<file path="src/include/pll_ratio_defines.svh">
// Purpose: Addresses, field positions, reset values and codes
// Assumes: 32-bit register words at byte addresses
// Notes:   Definitions only
`ifndef PLL_RATIO_DEFINES_SVH
`define PLL_RATIO_DEFINES_SVH

// ********************************
// Register addresses
// ********************************
`define CTRL_ADDR      32'hFFF89000
`define STATUS_ADDR    32'hFFF89004
`define RATIO_ADDR     32'hFFF89008
`define CPU_DIV_ADDR   32'hFFF8A100

// ********************************
// Ratio register layout
// ********************************
`define RATIO_RESET    32'h0001133B
`define RATIO_RW_MASK  32'h0000183F
`define PRE_MSB        12
`define PRE_LSB        11
`define MULT_MSB       5
`define MULT_LSB       0
`define RESET_PRE      2'h2
`define RESET_MULT     6'h3B
`define RESET_MR       3'h3
`define RESET_NR       7'h3C
`define PRE_CODE_1     2'h0
`define PRE_CODE_2     2'h1
`define PRE_CODE_3     2'h2
`define MULT_CODE_60   6'h3B
`define MULT_CODE_48   6'h2F
`define MULT_CODE_40   6'h27

// ********************************
// CPU divider register layout
// ********************************
`define CPU_DIV_RESET  32'h00000001
`define DIVPLL_MSB     4
`define DIVPLL_LSB     3
`define CSID_MSB       2
`define CSID_LSB       0
`define DIVPLL_SIX     2'h0
`define CSID_DIV1      3'h1
`define CSID_DIV2      3'h2
`define CSID_DIV4      3'h3
`define CSID_DIV8      3'h4
`define RESET_CSID     3'h1
`define VCO_DIVISOR    4'h6

// ********************************
// Control and status layout
// ********************************
`define EN_BIT         0
`define STAT_OK_BIT    1
`define STAT_MR_LSB    8
`define STAT_NR_LSB    16

`endif

</file>
<file path="src/include/pll_ratio_pkg.sv">
// Purpose: State types of the PLL ratio block
// Assumes: Nothing
// Notes:   Constants live in the defines header
package pll_ratio_pkg;

  typedef struct packed {
    logic        en;
    logic [1:0]  pre;
    logic [5:0]  mult;
    logic [2:0]  csid;
    logic [2:0]  mr;
    logic [6:0]  nr;
    logic        pair_ok;
    logic [31:0] rdata;
  } ctl_state_t;

  typedef struct packed {
    logic [3:0] count;
    logic       tick;
  } div_state_t;

endpackage

</file>
<file path="src/hdl/pll_ratio_config.sv">
// Purpose: PLL ratio and CPU PLL divider registers with tick outputs
// Assumes: Plain register port, read data one cycle after the strobe
// Notes:   Clock cycles stand in for oscillator edges
`timescale 1ns/1ps
`include "pll_ratio_defines.svh"

module pll_ratio_config (
  input  wire logic        clock_in,
  input  wire logic        rst_n_in,
  input  wire logic [31:0] addr_in,
  input  wire logic [31:0] wdata_in,
  input  wire logic        write_in,
  input  wire logic        read_in,
  output logic      [31:0] rdata_out,
  output logic             pll_enable_out,
  output logic      [2:0]  pre_divider_ratio_out,
  output logic      [6:0]  multiplier_ratio_out,
  output logic             ratio_permitted_out,
  output logic             cpu_pll_output_out,
  output logic             cpu_clock_tick_out
);

  // ********************************
  // Reset release
  // ********************************
  logic [1:0] rst_sync_q;
  logic       rst_n;

  always_ff @(posedge clock_in or negedge rst_n_in)
  begin
    if (!rst_n_in)
    begin
      rst_sync_q <= 2'h0;
    end
    else
    begin
      rst_sync_q <= {rst_sync_q[0], 1'b1};
    end
  end

  assign rst_n = rst_sync_q[1];

  // ********************************
  // Functions
  // ********************************
  function automatic logic pair_ok(input logic [1:0] pre, input logic [5:0] mult);
    pair_ok = (pre == `PRE_CODE_1 && mult == `MULT_CODE_60)
           || (pre == `PRE_CODE_2 && mult == `MULT_CODE_60)
           || (pre == `PRE_CODE_2 && mult == `MULT_CODE_48)
           || (pre == `PRE_CODE_2 && mult == `MULT_CODE_40)
           || (pre == `PRE_CODE_3 && mult == `MULT_CODE_60);
  endfunction

  function automatic logic csid_legal(input logic [2:0] csid);
    csid_legal = (csid >= `CSID_DIV1) && (csid <= `CSID_DIV8);
  endfunction

  function automatic logic [3:0] csid_ratio(input logic [2:0] csid);
    unique case (csid)
      `CSID_DIV2: csid_ratio = 4'h2;
      `CSID_DIV4: csid_ratio = 4'h4;
      `CSID_DIV8: csid_ratio = 4'h8;
      default:    csid_ratio = 4'h1;
    endcase
  endfunction

  function automatic logic [31:0] ratio_word(input logic [1:0] pre, input logic [5:0] mult);
    ratio_word = (`RATIO_RESET & ~`RATIO_RW_MASK)
               | ({19'h0, pre, 11'h0})
               | ({26'h0, mult});
  endfunction

  // ********************************
  // State
  // ********************************
  pll_ratio_pkg::ctl_state_t s_q;
  pll_ratio_pkg::ctl_state_t s_d;
  logic [31:0]               read_word;
  logic [31:0]               status_word;
  logic                      ratio_wr;
  logic                      div_wr;
  logic [1:0]                wr_pre;
  logic [5:0]                wr_mult;
  logic [2:0]                wr_csid;
  logic [1:0]                wr_divpll;
  logic                      pll_tick;

  assign wr_pre    = wdata_in[`PRE_MSB:`PRE_LSB];
  assign wr_mult   = wdata_in[`MULT_MSB:`MULT_LSB];
  assign wr_csid   = wdata_in[`CSID_MSB:`CSID_LSB];
  assign wr_divpll = wdata_in[`DIVPLL_MSB:`DIVPLL_LSB];
  // Locked while running, so the loop never sees a ratio step
  assign ratio_wr  = write_in && addr_in == `RATIO_ADDR && !s_q.en;
  // Prohibited divider codes are dropped whole
  assign div_wr    = write_in && addr_in == `CPU_DIV_ADDR
                  && wr_divpll == `DIVPLL_SIX && csid_legal(wr_csid);

  always_comb
  begin
    status_word                  = 32'h0;
    status_word[`EN_BIT]         = s_q.en;
    status_word[`STAT_OK_BIT]    = s_q.pair_ok;
    status_word[`STAT_MR_LSB+:3] = s_q.mr;
    status_word[`STAT_NR_LSB+:7] = s_q.nr;
  end

  // ********************************
  // Read decode
  // ********************************
  always_comb
  begin
    read_word = 32'h0;
    unique case (addr_in)
      `CTRL_ADDR:    read_word[`EN_BIT] = s_q.en;
      `STATUS_ADDR:  read_word = status_word;
      `RATIO_ADDR:   read_word = ratio_word(s_q.pre, s_q.mult);
      `CPU_DIV_ADDR: read_word = {27'h0, `DIVPLL_SIX, s_q.csid};
      default:       read_word = 32'h0;
    endcase
  end

  // ********************************
  // Next state
  // ********************************
  always_comb
  begin
    s_d       = s_q;
    s_d.rdata = read_in ? read_word : 32'h0;
    if (write_in && addr_in == `CTRL_ADDR)
    begin
      s_d.en = wdata_in[`EN_BIT];
    end
    if (ratio_wr)
    begin
      s_d.pre  = wr_pre;
      s_d.mult = wr_mult;
    end
    if (div_wr)
    begin
      s_d.csid = wr_csid;
    end
    s_d.mr      = 3'({1'b0, s_d.pre} + 3'h1);
    s_d.nr      = 7'({1'b0, s_d.mult} + 7'h01);
    s_d.pair_ok = pair_ok(s_d.pre, s_d.mult);
  end

  always_ff @(posedge clock_in or negedge rst_n)
  begin
    if (!rst_n)
    begin
      s_q         <= '0;
      s_q.pre     <= `RESET_PRE;
      s_q.mult    <= `RESET_MULT;
      s_q.csid    <= `RESET_CSID;
      s_q.mr      <= `RESET_MR;
      s_q.nr      <= `RESET_NR;
      s_q.pair_ok <= 1'b1;
    end
    else
    begin
      s_q <= s_d;
    end
  end

  // ********************************
  // Clock dividers
  // ********************************
  pulse_divider u_vco_div (
    .clock_in (clock_in),
    .rst_n_in (rst_n),
    .run_in   (s_q.en),
    .step_in  (s_q.en),
    .ratio_in (`VCO_DIVISOR),
    .tick_out (pll_tick)
  );

  pulse_divider u_cpu_div (
    .clock_in (clock_in),
    .rst_n_in (rst_n),
    .run_in   (s_q.en),
    .step_in  (pll_tick),
    .ratio_in (csid_ratio(s_q.csid)),
    .tick_out (cpu_clock_tick_out)
  );

  assign rdata_out             = s_q.rdata;
  assign pll_enable_out        = s_q.en;
  assign pre_divider_ratio_out = s_q.mr;
  assign multiplier_ratio_out  = s_q.nr;
  assign ratio_permitted_out   = s_q.pair_ok;
  assign cpu_pll_output_out    = pll_tick;
endmodule

</file>
<file path="src/hdl/pulse_divider.sv">
// Purpose: Divides a step pulse stream by a ratio into tick pulses
// Assumes: Ratio between 1 and 15
// Notes:   Counter clears whenever run_in is low
`timescale 1ns/1ps

module pulse_divider (
  input  wire logic       clock_in,
  input  wire logic       rst_n_in,
  input  wire logic       run_in,
  input  wire logic       step_in,
  input  wire logic [3:0] ratio_in,
  output logic            tick_out
);

  pll_ratio_pkg::div_state_t s_q;
  pll_ratio_pkg::div_state_t s_d;

  // ********************************
  // Next state
  // ********************************
  always_comb
  begin
    s_d      = s_q;
    s_d.tick = 1'b0;
    if (!run_in)
    begin
      s_d.count = 4'h0;
    end
    else if (step_in)
    begin
      // Ratio zero behaves as one
      if (s_q.count + 4'h1 >= ratio_in)
      begin
        s_d.count = 4'h0;
        s_d.tick  = 1'b1;
      end
      else
      begin
        s_d.count = s_q.count + 4'h1;
      end
    end
  end

  always_ff @(posedge clock_in or negedge rst_n_in)
  begin
    if (!rst_n_in)
    begin
      s_q <= '0;
    end
    else
    begin
      s_q <= s_d;
    end
  end

  assign tick_out = s_q.tick;

endmodule

</file>
<file path="config.mk">
export PLATFORM = sky130hd
export DESIGN_NAME = pll_ratio_config
export DESIGN_NICKNAME = d
export VERILOG_FILES = /design/src/include/pll_ratio_pkg.sv /design/src/hdl/pll_ratio_config.sv /design/src/hdl/pulse_divider.sv
export VERILOG_INCLUDE_DIRS = /design/src /design/src/include
export SDC_FILE = /design/constraint.sdc
export NUM_CORES = 1
export LEC_CHECK = 0
export ABC_AREA = 1
export CAP_MARGIN = 20
export CORE_MARGIN = 5
export CORE_UTILIZATION = 58
export DETAILED_ROUTE_END_ITERATION = 8
export DONT_BUFFER_PORTS = 1
export PLACE_DENSITY_LB_ADDON = 0.1
export SLEW_MARGIN = 20
export SYNTH_ARGS = -nofsm -noshare
export SYNTH_HDL_FRONTEND = slang
export SYNTH_HIERARCHICAL = 1
export SYNTH_SLANG_ARGS = --single-unit
export TNS_END_PERCENT = 50
</file>
<file path="constraint.sdc">
create_clock -name clock_in -period 1.55 [get_ports clock_in]
set_input_delay 0.0775 -clock clock_in [delete_from_list [all_inputs] [get_ports clock_in]]
set_output_delay 0.0775 -clock clock_in [all_outputs]
set_load 0.005 [all_outputs]
</file>
# Word-level counts from Yosys, hierarchy flattened
# Index checks and enable logic that the tools add are counted.
word_totals:
  reg_bits: 67
  in_bits: 68
  output_inout_bits: 46
classes:
  n_addsub: 4
  n_lt_le_gt_ge: 4
  eq_ne: 13
  muxes: 14
  n_bitwise: 1
  reduce_logical: 20
op_table:
  columns: ["op", "count"]
  rows:
  - ["$eq A32 B32 Y1 const B", 4]
  - ["$pmux W22 S3", 1]
  - ["$mux W32", 1]
  - ["$eq A6 B6 Y1 const B", 3]
  - ["$or A17 B6 Y17", 1]
  - ["$mux W4", 4]
  - ["$logic_and A1 B1 Y1", 12]
  - ["$pmux W4 S3", 1]
  - ["$add A4 B1 Y4 const B", 2]
  - ["$mux W8", 1]
  - ["$add A6 B1 Y7 const B", 1]
  - ["$eq A3 B2 Y1 const B", 2]
  - ["$mux W5", 1]
  - ["$ge A4 B3 Y1 const B", 1]
  - ["$ge A4 B4 Y1", 1]
  - ["$logic_not A2 Y1", 2]
  - ["$logic_or A1 B1 Y1", 4]
  - ["$mux W1", 4]
  - ["$add A2 B1 Y3 const B", 1]
  - ["$eq A3 B3 Y1 const B", 1]
  - ["$ge A3 B1 Y1 const B", 1]
  - ["$le A3 B3 Y1 const B", 1]
  - ["$pmux W1 S3", 1]
  - ["$eq A2 B1 Y1 const B", 1]
  - ["4 further kinds", 4]

# Logic depth before layout (Yosys ltp)
# Gate-level depths: netlist (run 1).
logic_depth:
  depth_word: 10
  ltp_mapped: 14
  mapped_depth_nobuf: 14

# Modules after synthesis
# The synthesis (run 1) kept the hierarchy.
modules_own_cells:
  columns: ["module", "n_inst", "cells_per_inst", "area_each_um2"]
  rows:
  - ["pll_ratio_config", 1, 299, 2571.2]
  - ["pulse_divider", 2, 50, 374.1]

# Worst setup path before layout (run 1)
# No wires, ideal clock.
synth_path:
  path_kind: "reg-to-reg"
  startpoint: "reg s_q, in the netlist pll_enable_out"
  endpoint: "reg s_q, in the netlist ratio_permitted_out"
  setup_time_ps: 77
  t_arrival_ps: 1772
  t_required_ps: 1473
  slack_ps: -299
  path_stages_with_launch: 10
  n_path_buf: 0
  period_less_slack_ps: 1849
  path_cell_list: "dfrtp_1 > nor2_4 > nand3_4 > o21ai_0 > inv_1 > ha_1 > nor3_1 > nor2_1 > nand3_1 > nand2_1"
synth_lines:
  columns: ["item", "line_no", "source"]
  rows:
  - ["from (decl)", "pll_ratio_config.sv:76", "pll_ratio_pkg::ctl_state_t s_q;"]

# Worst setup path after layout (run 1)
layout_path:
  startpoint: "reg s_q[43] in the netlist's numbering"
  endpoint: "reg u_cpu_div/s_q[2] in the netlist's numbering"
layout_between:
  elab_chain_cells: 6
  word_cells_on_any_way: 8
layout_lines:
  columns: ["item", "line_no", "source"]
  rows:
  - ["$eq A3 B3 Y1 or $eq A3 B2 Y1 (tied branches)", "pll_ratio_config.sv:59", "unique case (csid)"]
  - ["$pmux W4 S3 *", "pll_ratio_config.sv:59", null]
  - ["$ge A4 B4 Y1 *", "pulse_divider.sv:32", "if (s_q.count + 4'h1 >= ratio_in)"]
  - ["$mux W4 *", "pulse_divider.sv:32", null]
  - ["$mux W5 *", "pulse_divider.sv:29", "else if (step_in)"]
  - ["$mux W4 *", "pulse_divider.sv:25", "if (!run_in)"]
  - ["to (signal assigned)", "pulse_divider.sv:48", "s_q <= '0;"]
  - ["to (signal assigned)", "pulse_divider.sv:52", "s_q <= s_d;"]
  - ["to (decl)", "pulse_divider.sv:15", "pll_ratio_pkg::div_state_t s_q;"]
# Every way passes the cells marked *; elsewhere a longest branch is shown, timed or not. The select of a mux whose other input is x is not followed.
# A chain may end at the register's enable or synchronous reset.

==> results of run 1 <==
## synthesized netlist by cell type (all sizes together)
cell type	number
a21oi	6
and2	3
buf	44
conb	2
dfrtp	39
dfstp	14
ha	15
inv	78
mux2	1
nand2	78
nand3	21
nand4	12
nor2	54
nor3	8
o211ai	1
o21ai	9
o21bai	9
xor2	5
## kinds of logic (layout without fill, tap and decap cells)
| kind of cell | after synthesis | in the layout | synth area share [%] |
|---|---|---|---|
| buffers and inverters | 122 | 136 | 19.07 |
| AND/OR/NAND/NOR | 176 | 176 | 27.70 |
| AO/OA/AOI/OAI | 25 | 25 | 5.202 |
| other | 2 | 19 | 0.2262 |
| multiplexers | 1 | 1 | 0.3392 |
| flip-flops | 53 | 53 | 40.48 |
| XOR/XNOR | 5 | 5 | 1.319 |
| adder cells (fa/ha/maj) | 15 | 15 | 5.654 |
## stage by stage
step / setup TNS, ps / total power, mW
6_report: -402.7 / 2.355
3_5_place_dp: -1301 / 1.525
3_3_place_gp: -930.1 / 1.522
2_1_floorplan: -98.52 / 1.521
5_1_grt: -1392 / 2.461
4_1_cts: -369.2 / 2.376
## worst min-delay path by stage
stage | to | slack, ps | cells after the start
5_1_grt | s_q[46]$_DFF_PN1_ | 20 | 3
6_report | s_q[46]$_DFF_PN1_ | 30 | 3
3_3_place_gp | rst_sync_q[0]$_DFF_PN0_ | -220 | 0
4_1_cts | s_q[46]$_DFF_PN1_ | 20 | 3
3_5_place_dp | rst_sync_q[0]$_DFF_PN0_ | -220 | 0
2_1_floorplan | rst_sync_q[0]$_DFF_PN0_ | -220 | 0
## critical path, cell delays in order, from the launching register on
cell and delay [ps]:
dfstp_2 550, nor3_1 70, nor3_1 240, ha_1 280, nand4_1 110, nand3_2 140, o21bai_1 150
## placed cells by master (no fill, tap or decap), drive strengths merged, types with 12 or more instances in the layout
cell	count
conb	19
inv	79
buf	41
nor2	54
nand2	78
ha	15
nand4	12
nand3	21
dfrtp	39
dfstp	14
## final cells by class
| class | instances | share of cell area, % |
|---|---|---|
| clock buffer | 5 | 1.809 |
| clock inverter | 3 | 0.6908 |
| inverter | 78 | 7.697 |
| multi-input combinational | 241 | 41.09 |
| sequential | 53 | 35.46 |
| tap | 72 | 2.368 |
| timing repair buffer | 50 | 10.89 |
## power by group
| part | internal [mW] | switching [mW] |
|---|---|---|
| clock | 0.329 | 0.491 |
| sequential | 1.39 | 0.00145 |
| combinational | 0.0575 | 0.0886 |
| total | 1.77 | 0.581 |
## state kept, by name, indices dropped and copies added, names as in the netlist
signal / count
rdata_out: 18
pll_enable_out: 1
u_vco_div/tick_out: 1
u_cpu_div/tick_out: 1
pre_divider_ratio_out: 3
rst_sync_q: 2
u_cpu_div/s_q: 4
u_vco_div/s_q: 4
multiplier_ratio_out: 7
s_q: 11
ratio_permitted_out: 1
## metal layers
metal,vias to the layer above,routed length (um),GRT usage (%)
li1,1210,-,-
met4,0,78,6.043
met5,-,0,0
met3,7,434,4.707
met1,1054,2681,23.69
met2,57,3046,28.67
## what timing repair did
action                                  in CTS  in global routing
pin swaps                                    2                  9
gates resized for setup                      7                 18
endpoints found under the setup margin      11                 14
hold buffers                                 9                  0
hold endpoints to repair                    13                  0
setup buffers                                6                  4
==> run metrics, run 1 <==
Hold Startpoint=wdata_in[0]; P&R area growth vs syn=14.59%; sequential area share after synthesis=40.48%; CTS Buffer Depth=2; FILL cells=about 450; Util after Layout=around 69%; skew final=about 5.4 ps; DR WL/cell=12.43 um; Synth area leader=dfrtp_1; hold crit path type=primary input to flip-flop; fin cells=between 500 and 600; routed vias/inst=about 4.6; WP data required=1790 ps; DIE AREA=7336 um2; H-tree Lvls=2; # DRC=0; fin area=3804 um2; core footprint=around 5500 um2; first-pass GRT wire length=10500 um; gr ovfl total=0; Leak=a little under 2 nW; largest net degree at the start of global routing=between 50 and 60; Cells after DPL=475; critical path startpoint=s_q[43]$_DFFE_PN1P_; Setup crit end kind=flip-flop; layout cell share with drive strength beyond 1=~28%; post-synth top area share=about 29%; detailed-router iteration count before antenna repair=4; clock root cell=clkbuf_8; vias in the first global route=2332; fin. max-slew vios=0; CTS tree=done; Worst-path clk slew=roughly 100 ps; multi-input logic area=1563 um2; Worst VDD drop=between 0.4 and 0.5 mV; pre-CTS setup slack=-140.4 ps; Ys Warns=6; final setup margin=-67.56 ps; maximum clock rate=approximately 600 MHz; Buffers on Ports=0; Detailed Place HPWL=~4700 um; antenna-violating nets left=0; fin crit period=1618 ps; outcome=finished with violations; Synth area leaders=dfrtp_1, dfstp_2, buf_4, inv_1, nand2_1; cts bufs inserted=5; Netlist cell types=36; initial antenna violation count=0; fin crit share=104.4%; Starting DRT DRC Count=42; Mapped Avg Cell Area=between 8 and 9 um2; row cnt=27; drt total wl=6241 um; RSZ-0062 raised after global routing=true; r2r worst-path depth=6; violations in the final reports=negative setup slack; Antenna diodes=0; clock insertion delay at the later pin of the skew report=about 310 ps; # nets final=between 500 and 600; flops & latches, synth=53; Worst setup SP type=flip-flop; crit path to=u_cpu_div/s_q[2]$_DFFE_PN0P_; gr usage total=about 18%; critical path fanouts, max=5; chip height=85.65 um; chip width=~86 um; Cell Pwr Density=619.1 nW/um2; reg2reg start=s_q[43]$_DFFE_PN1P_; vias after detailed routing=between 2000 and 2500; Clock Sinks=53; Mapped Area=3319 um2; Hold WS=around 30 ps; Setup violations, final=11; Critical Path AT=1860 ps; Cells after Synth=between 300 and 400; RR Endpoint=u_cpu_div/s_q[2]$_DFFE_PN0P_; Setup CP Type=flip-flop to flip-flop; Post-Place Cell Area=3387 um2; Initial Util=between 50% and 60%; Max-Cap Viols=0; reg2reg setup slack=-70 ps; final-report hold violation count=0; Final GP Congestion=about 0.81; io pins=approximately 110; Register Area=around 1300 um2
(Power assumes the default switching activity.)
==> run 2: changes to the inputs <==
==> constraint.sdc (replaced) <==
create_clock -name clock_in -period 1.55 [get_ports clock_in]
set_input_delay 0.155 -clock clock_in [delete_from_list [all_inputs] [get_ports clock_in]]
set_output_delay 0.155 -clock clock_in [all_outputs]
set_load 0.005 [all_outputs]
==> run 2 against run 1 <==
Die area unchanged. Worst hold slack worse by 17 ps. Critical path type unchanged. Via count up 0.64%. Sequential power about the same. Clock skew down 1.9 ps. Sequential share of layout area up 0.86 points. The flow still finishes with violations (negative setup slack). Utilization down 1.7 points. Register-to-register slack worse by 20 ps. Final cell count down 1.0%.
==> run metrics, run 2 (synthesis results as in run 1) <==
hold crit path type=primary input to flip-flop (unchanged); Clock Sinks=53 (unchanged); FILL cells=476 (was 454); fin. max-slew vios=0 (unchanged); # nets final=507 (was 512); Hold Startpoint=wdata_in[5] (was wdata_in[0]); chip width=85.65 um (unchanged); outcome=finished with violations (unchanged); Final GP Congestion=0.7931 (was 0.8073); Setup crit end kind=flip-flop (unchanged); Cells after DPL=476 (was 475); drt total wl=6324 um (was 6241 um); Starting DRT DRC Count=55 (was 42); H-tree Lvls=2 (unchanged); DIE AREA=7336 um2 (unchanged); routed vias/inst=4.714 (was 4.637); vias in the first global route=2337 (was 2332); # DRC=0 (unchanged); hold path depth=2 (was 3); commonest non-fill, non-tap cell in the layout=inv_1 (unchanged); fin crit period=1642 ps (was 1618 ps); final-report hold violation count=0 (unchanged); Worst setup SP type=flip-flop (unchanged); Critical Path AT=1880 ps (was 1860 ps); critical path fanouts, max=5 (unchanged); Initial Util=59.91% (unchanged); WP data required=1790 ps (about the same); Worst VDD drop=0.6382 mV (was 0.4171 mV); fin crit share=105.9% (was 104.4%); io pins=114 (unchanged); final setup margin=-91.97 ps (was -67.56 ps); antenna-violating nets left=0 (unchanged); layout cell share with drive strength beyond 1=27.76% (was 27.67%); maximum clock rate=609.0 MHz (was 618.2 MHz); initial antenna violation count=0 (unchanged); skew final=3.494 ps (was 5.404 ps); clock insertion delay at the later pin of the skew report=300 ps (was 310 ps); largest net degree at the start of global routing=34 (was 52); max reg flops=18 (unchanged); clock root cell=clkbuf_8 (unchanged); P&R area growth vs syn=11.76% (was 14.59%); Setup CP Type=flip-flop to flip-flop (unchanged); Worst Hold End=s_q[51]$_DFF_PN1_ (was s_q[46]$_DFF_PN1_); fin cells=497 (was 502); Buffers on Ports=0 (unchanged); r2r worst-path depth=7 (was 6); chip height=85.65 um (unchanged); core footprint=5540 um2 (unchanged); RSZ-0062 raised after global routing=true (unchanged); Leak=1.941 nW (was 1.955 nW); gr ovfl total=0 (unchanged); RR Endpoint=u_vco_div/s_q[2]$_DFFE_PN0P_ (was u_cpu_div/s_q[2]$_DFFE_PN0P_); CTS Buffer Depth=2 (unchanged); vias after detailed routing=2343 (was 2328); Antenna diodes=0 (unchanged); cts bufs inserted=5 (unchanged); reg2reg setup slack=-90 ps (was -70 ps); gr usage total=17.64% (was 17.92%); Cell Pwr Density=630.3 nW/um2 (was 619.1 nW/um2); Worst-path clk slew=100 ps (about the same); Max-Cap Viols=0 (unchanged); setup TNS=-775.0 ps (was -402.7 ps); row cnt=27 (unchanged); pre-CTS setup slack=-182.9 ps (was -140.4 ps); detailed-router iteration count before antenna repair=5 (was 4); DR WL/cell=12.72 um (was 12.43 um); first-pass GRT wire length=10480 um (was 10500 um); CTS tree=done (unchanged); Setup violations, final=12 (was 11); Hold WS=12.64 ps (was 29.98 ps); Detailed Place HPWL=4805 um (was 4714 um); reg2reg start=u_vco_div/s_q[1]$_DFFE_PN0P_ (was s_q[43]$_DFFE_PN1P_); violations in the final reports=negative setup slack (unchanged); most frequent cells in the layout=inv_1, nand2_1, nor2_1 (unchanged)
==> run 2: cell types whose count changed in the layout (fill, tap and decap cells not counted), sizes merged <==
cell / delta
buf: -2
dlygate4sd3: -3
==> run 2: final cells by class <==
type                    count  area (um2)  area share (%)
clock buffers               5       68.82           1.855
clock inverters             3       26.28          0.7083
inverters                  78       292.8           7.892
multi-input cells         241        1515           40.84
flip-flops and latches     53        1348           36.32
well taps                  72       90.09           2.428
repair buffers             45       369.1           9.949
==> run 2: worst max-delay path: stages, from the launching register on <==
cell and delay [ps]:
dfrtp_1 440, ha_2 310, ha_1 320, nand2_1 100, nand2_1 70, nand2_2 90
nand3_4 100, o21bai_1 150
==> run 2: how the worst max path moves through the flow <==
stage,startpoint,to,slack [ps],cells past startpoint
5_1_grt,u_vco_div/s_q[1]$_DFFE_PN0P_,u_vco_div/s_q[2]$_DFFE_PN0P_,-180,7
3_5_place_dp,u_cpu_div/s_q[1]$_DFFE_PN0P_,u_cpu_div/s_q[1]$_DFFE_PN0P_,-180,8
3_3_place_gp,u_vco_div/s_q[1]$_DFFE_PN0P_,u_vco_div/tick_out$_DFF_PN0_,-130,9
2_1_floorplan,pll_enable_out$_DFFE_PN0P_,ratio_permitted_out$_DFF_PN1_,-100,9
6_report,u_vco_div/s_q[1]$_DFFE_PN0P_,u_vco_div/s_q[2]$_DFFE_PN0P_,-90,7
4_1_cts,u_vco_div/s_q[2]$_DFFE_PN0P_,u_vco_div/s_q[2]$_DFFE_PN0P_,-100,8
==> run 2: routing by layer <==
layer	vias to the layer above	track usage (%)	part of all wire, %
li1	1205	-	-
met1	1073	22.93	42
met2	63	29.59	51
met3	2	4.515	6.3
met4	0	4.173	0.24
met5	-	0	0
==> run 2: report_power, final <==
group	internal, mW	switching (mW)	leakage (nW)
Combinational	0.0470	0.0742	1.23
Clock	0.330	0.491	0.0423
Sequential	1.39	0.00989	0.666
Total	1.76	0.575	1.94
==> run 2: what timing repair did <==
action | in CTS | in global routing
hold buffers | 6 | 0
hold endpoints to repair | 8 | 0
buffers inserted | 4 | 3
pin swaps | 6 | 15
endpoints found under the setup margin | 13 | 16
gates resized for setup | 7 | 19
==> run 2: metrics by stage <==
| step | utilization [%] | power, mW | instance area, um2 |
|---|---|---|---|
| after floorplan | - | 1.521 | 3392 |
| after global placement | 61.27 | 1.521 | 3395 |
| final | 66.96 | 2.338 | 3710 |
| after global routing | 66.96 | 2.443 | 3710 |
| after CTS | 65.20 | 2.358 | 3612 |
| after detailed placement | 61.27 | 1.524 | 3395 |
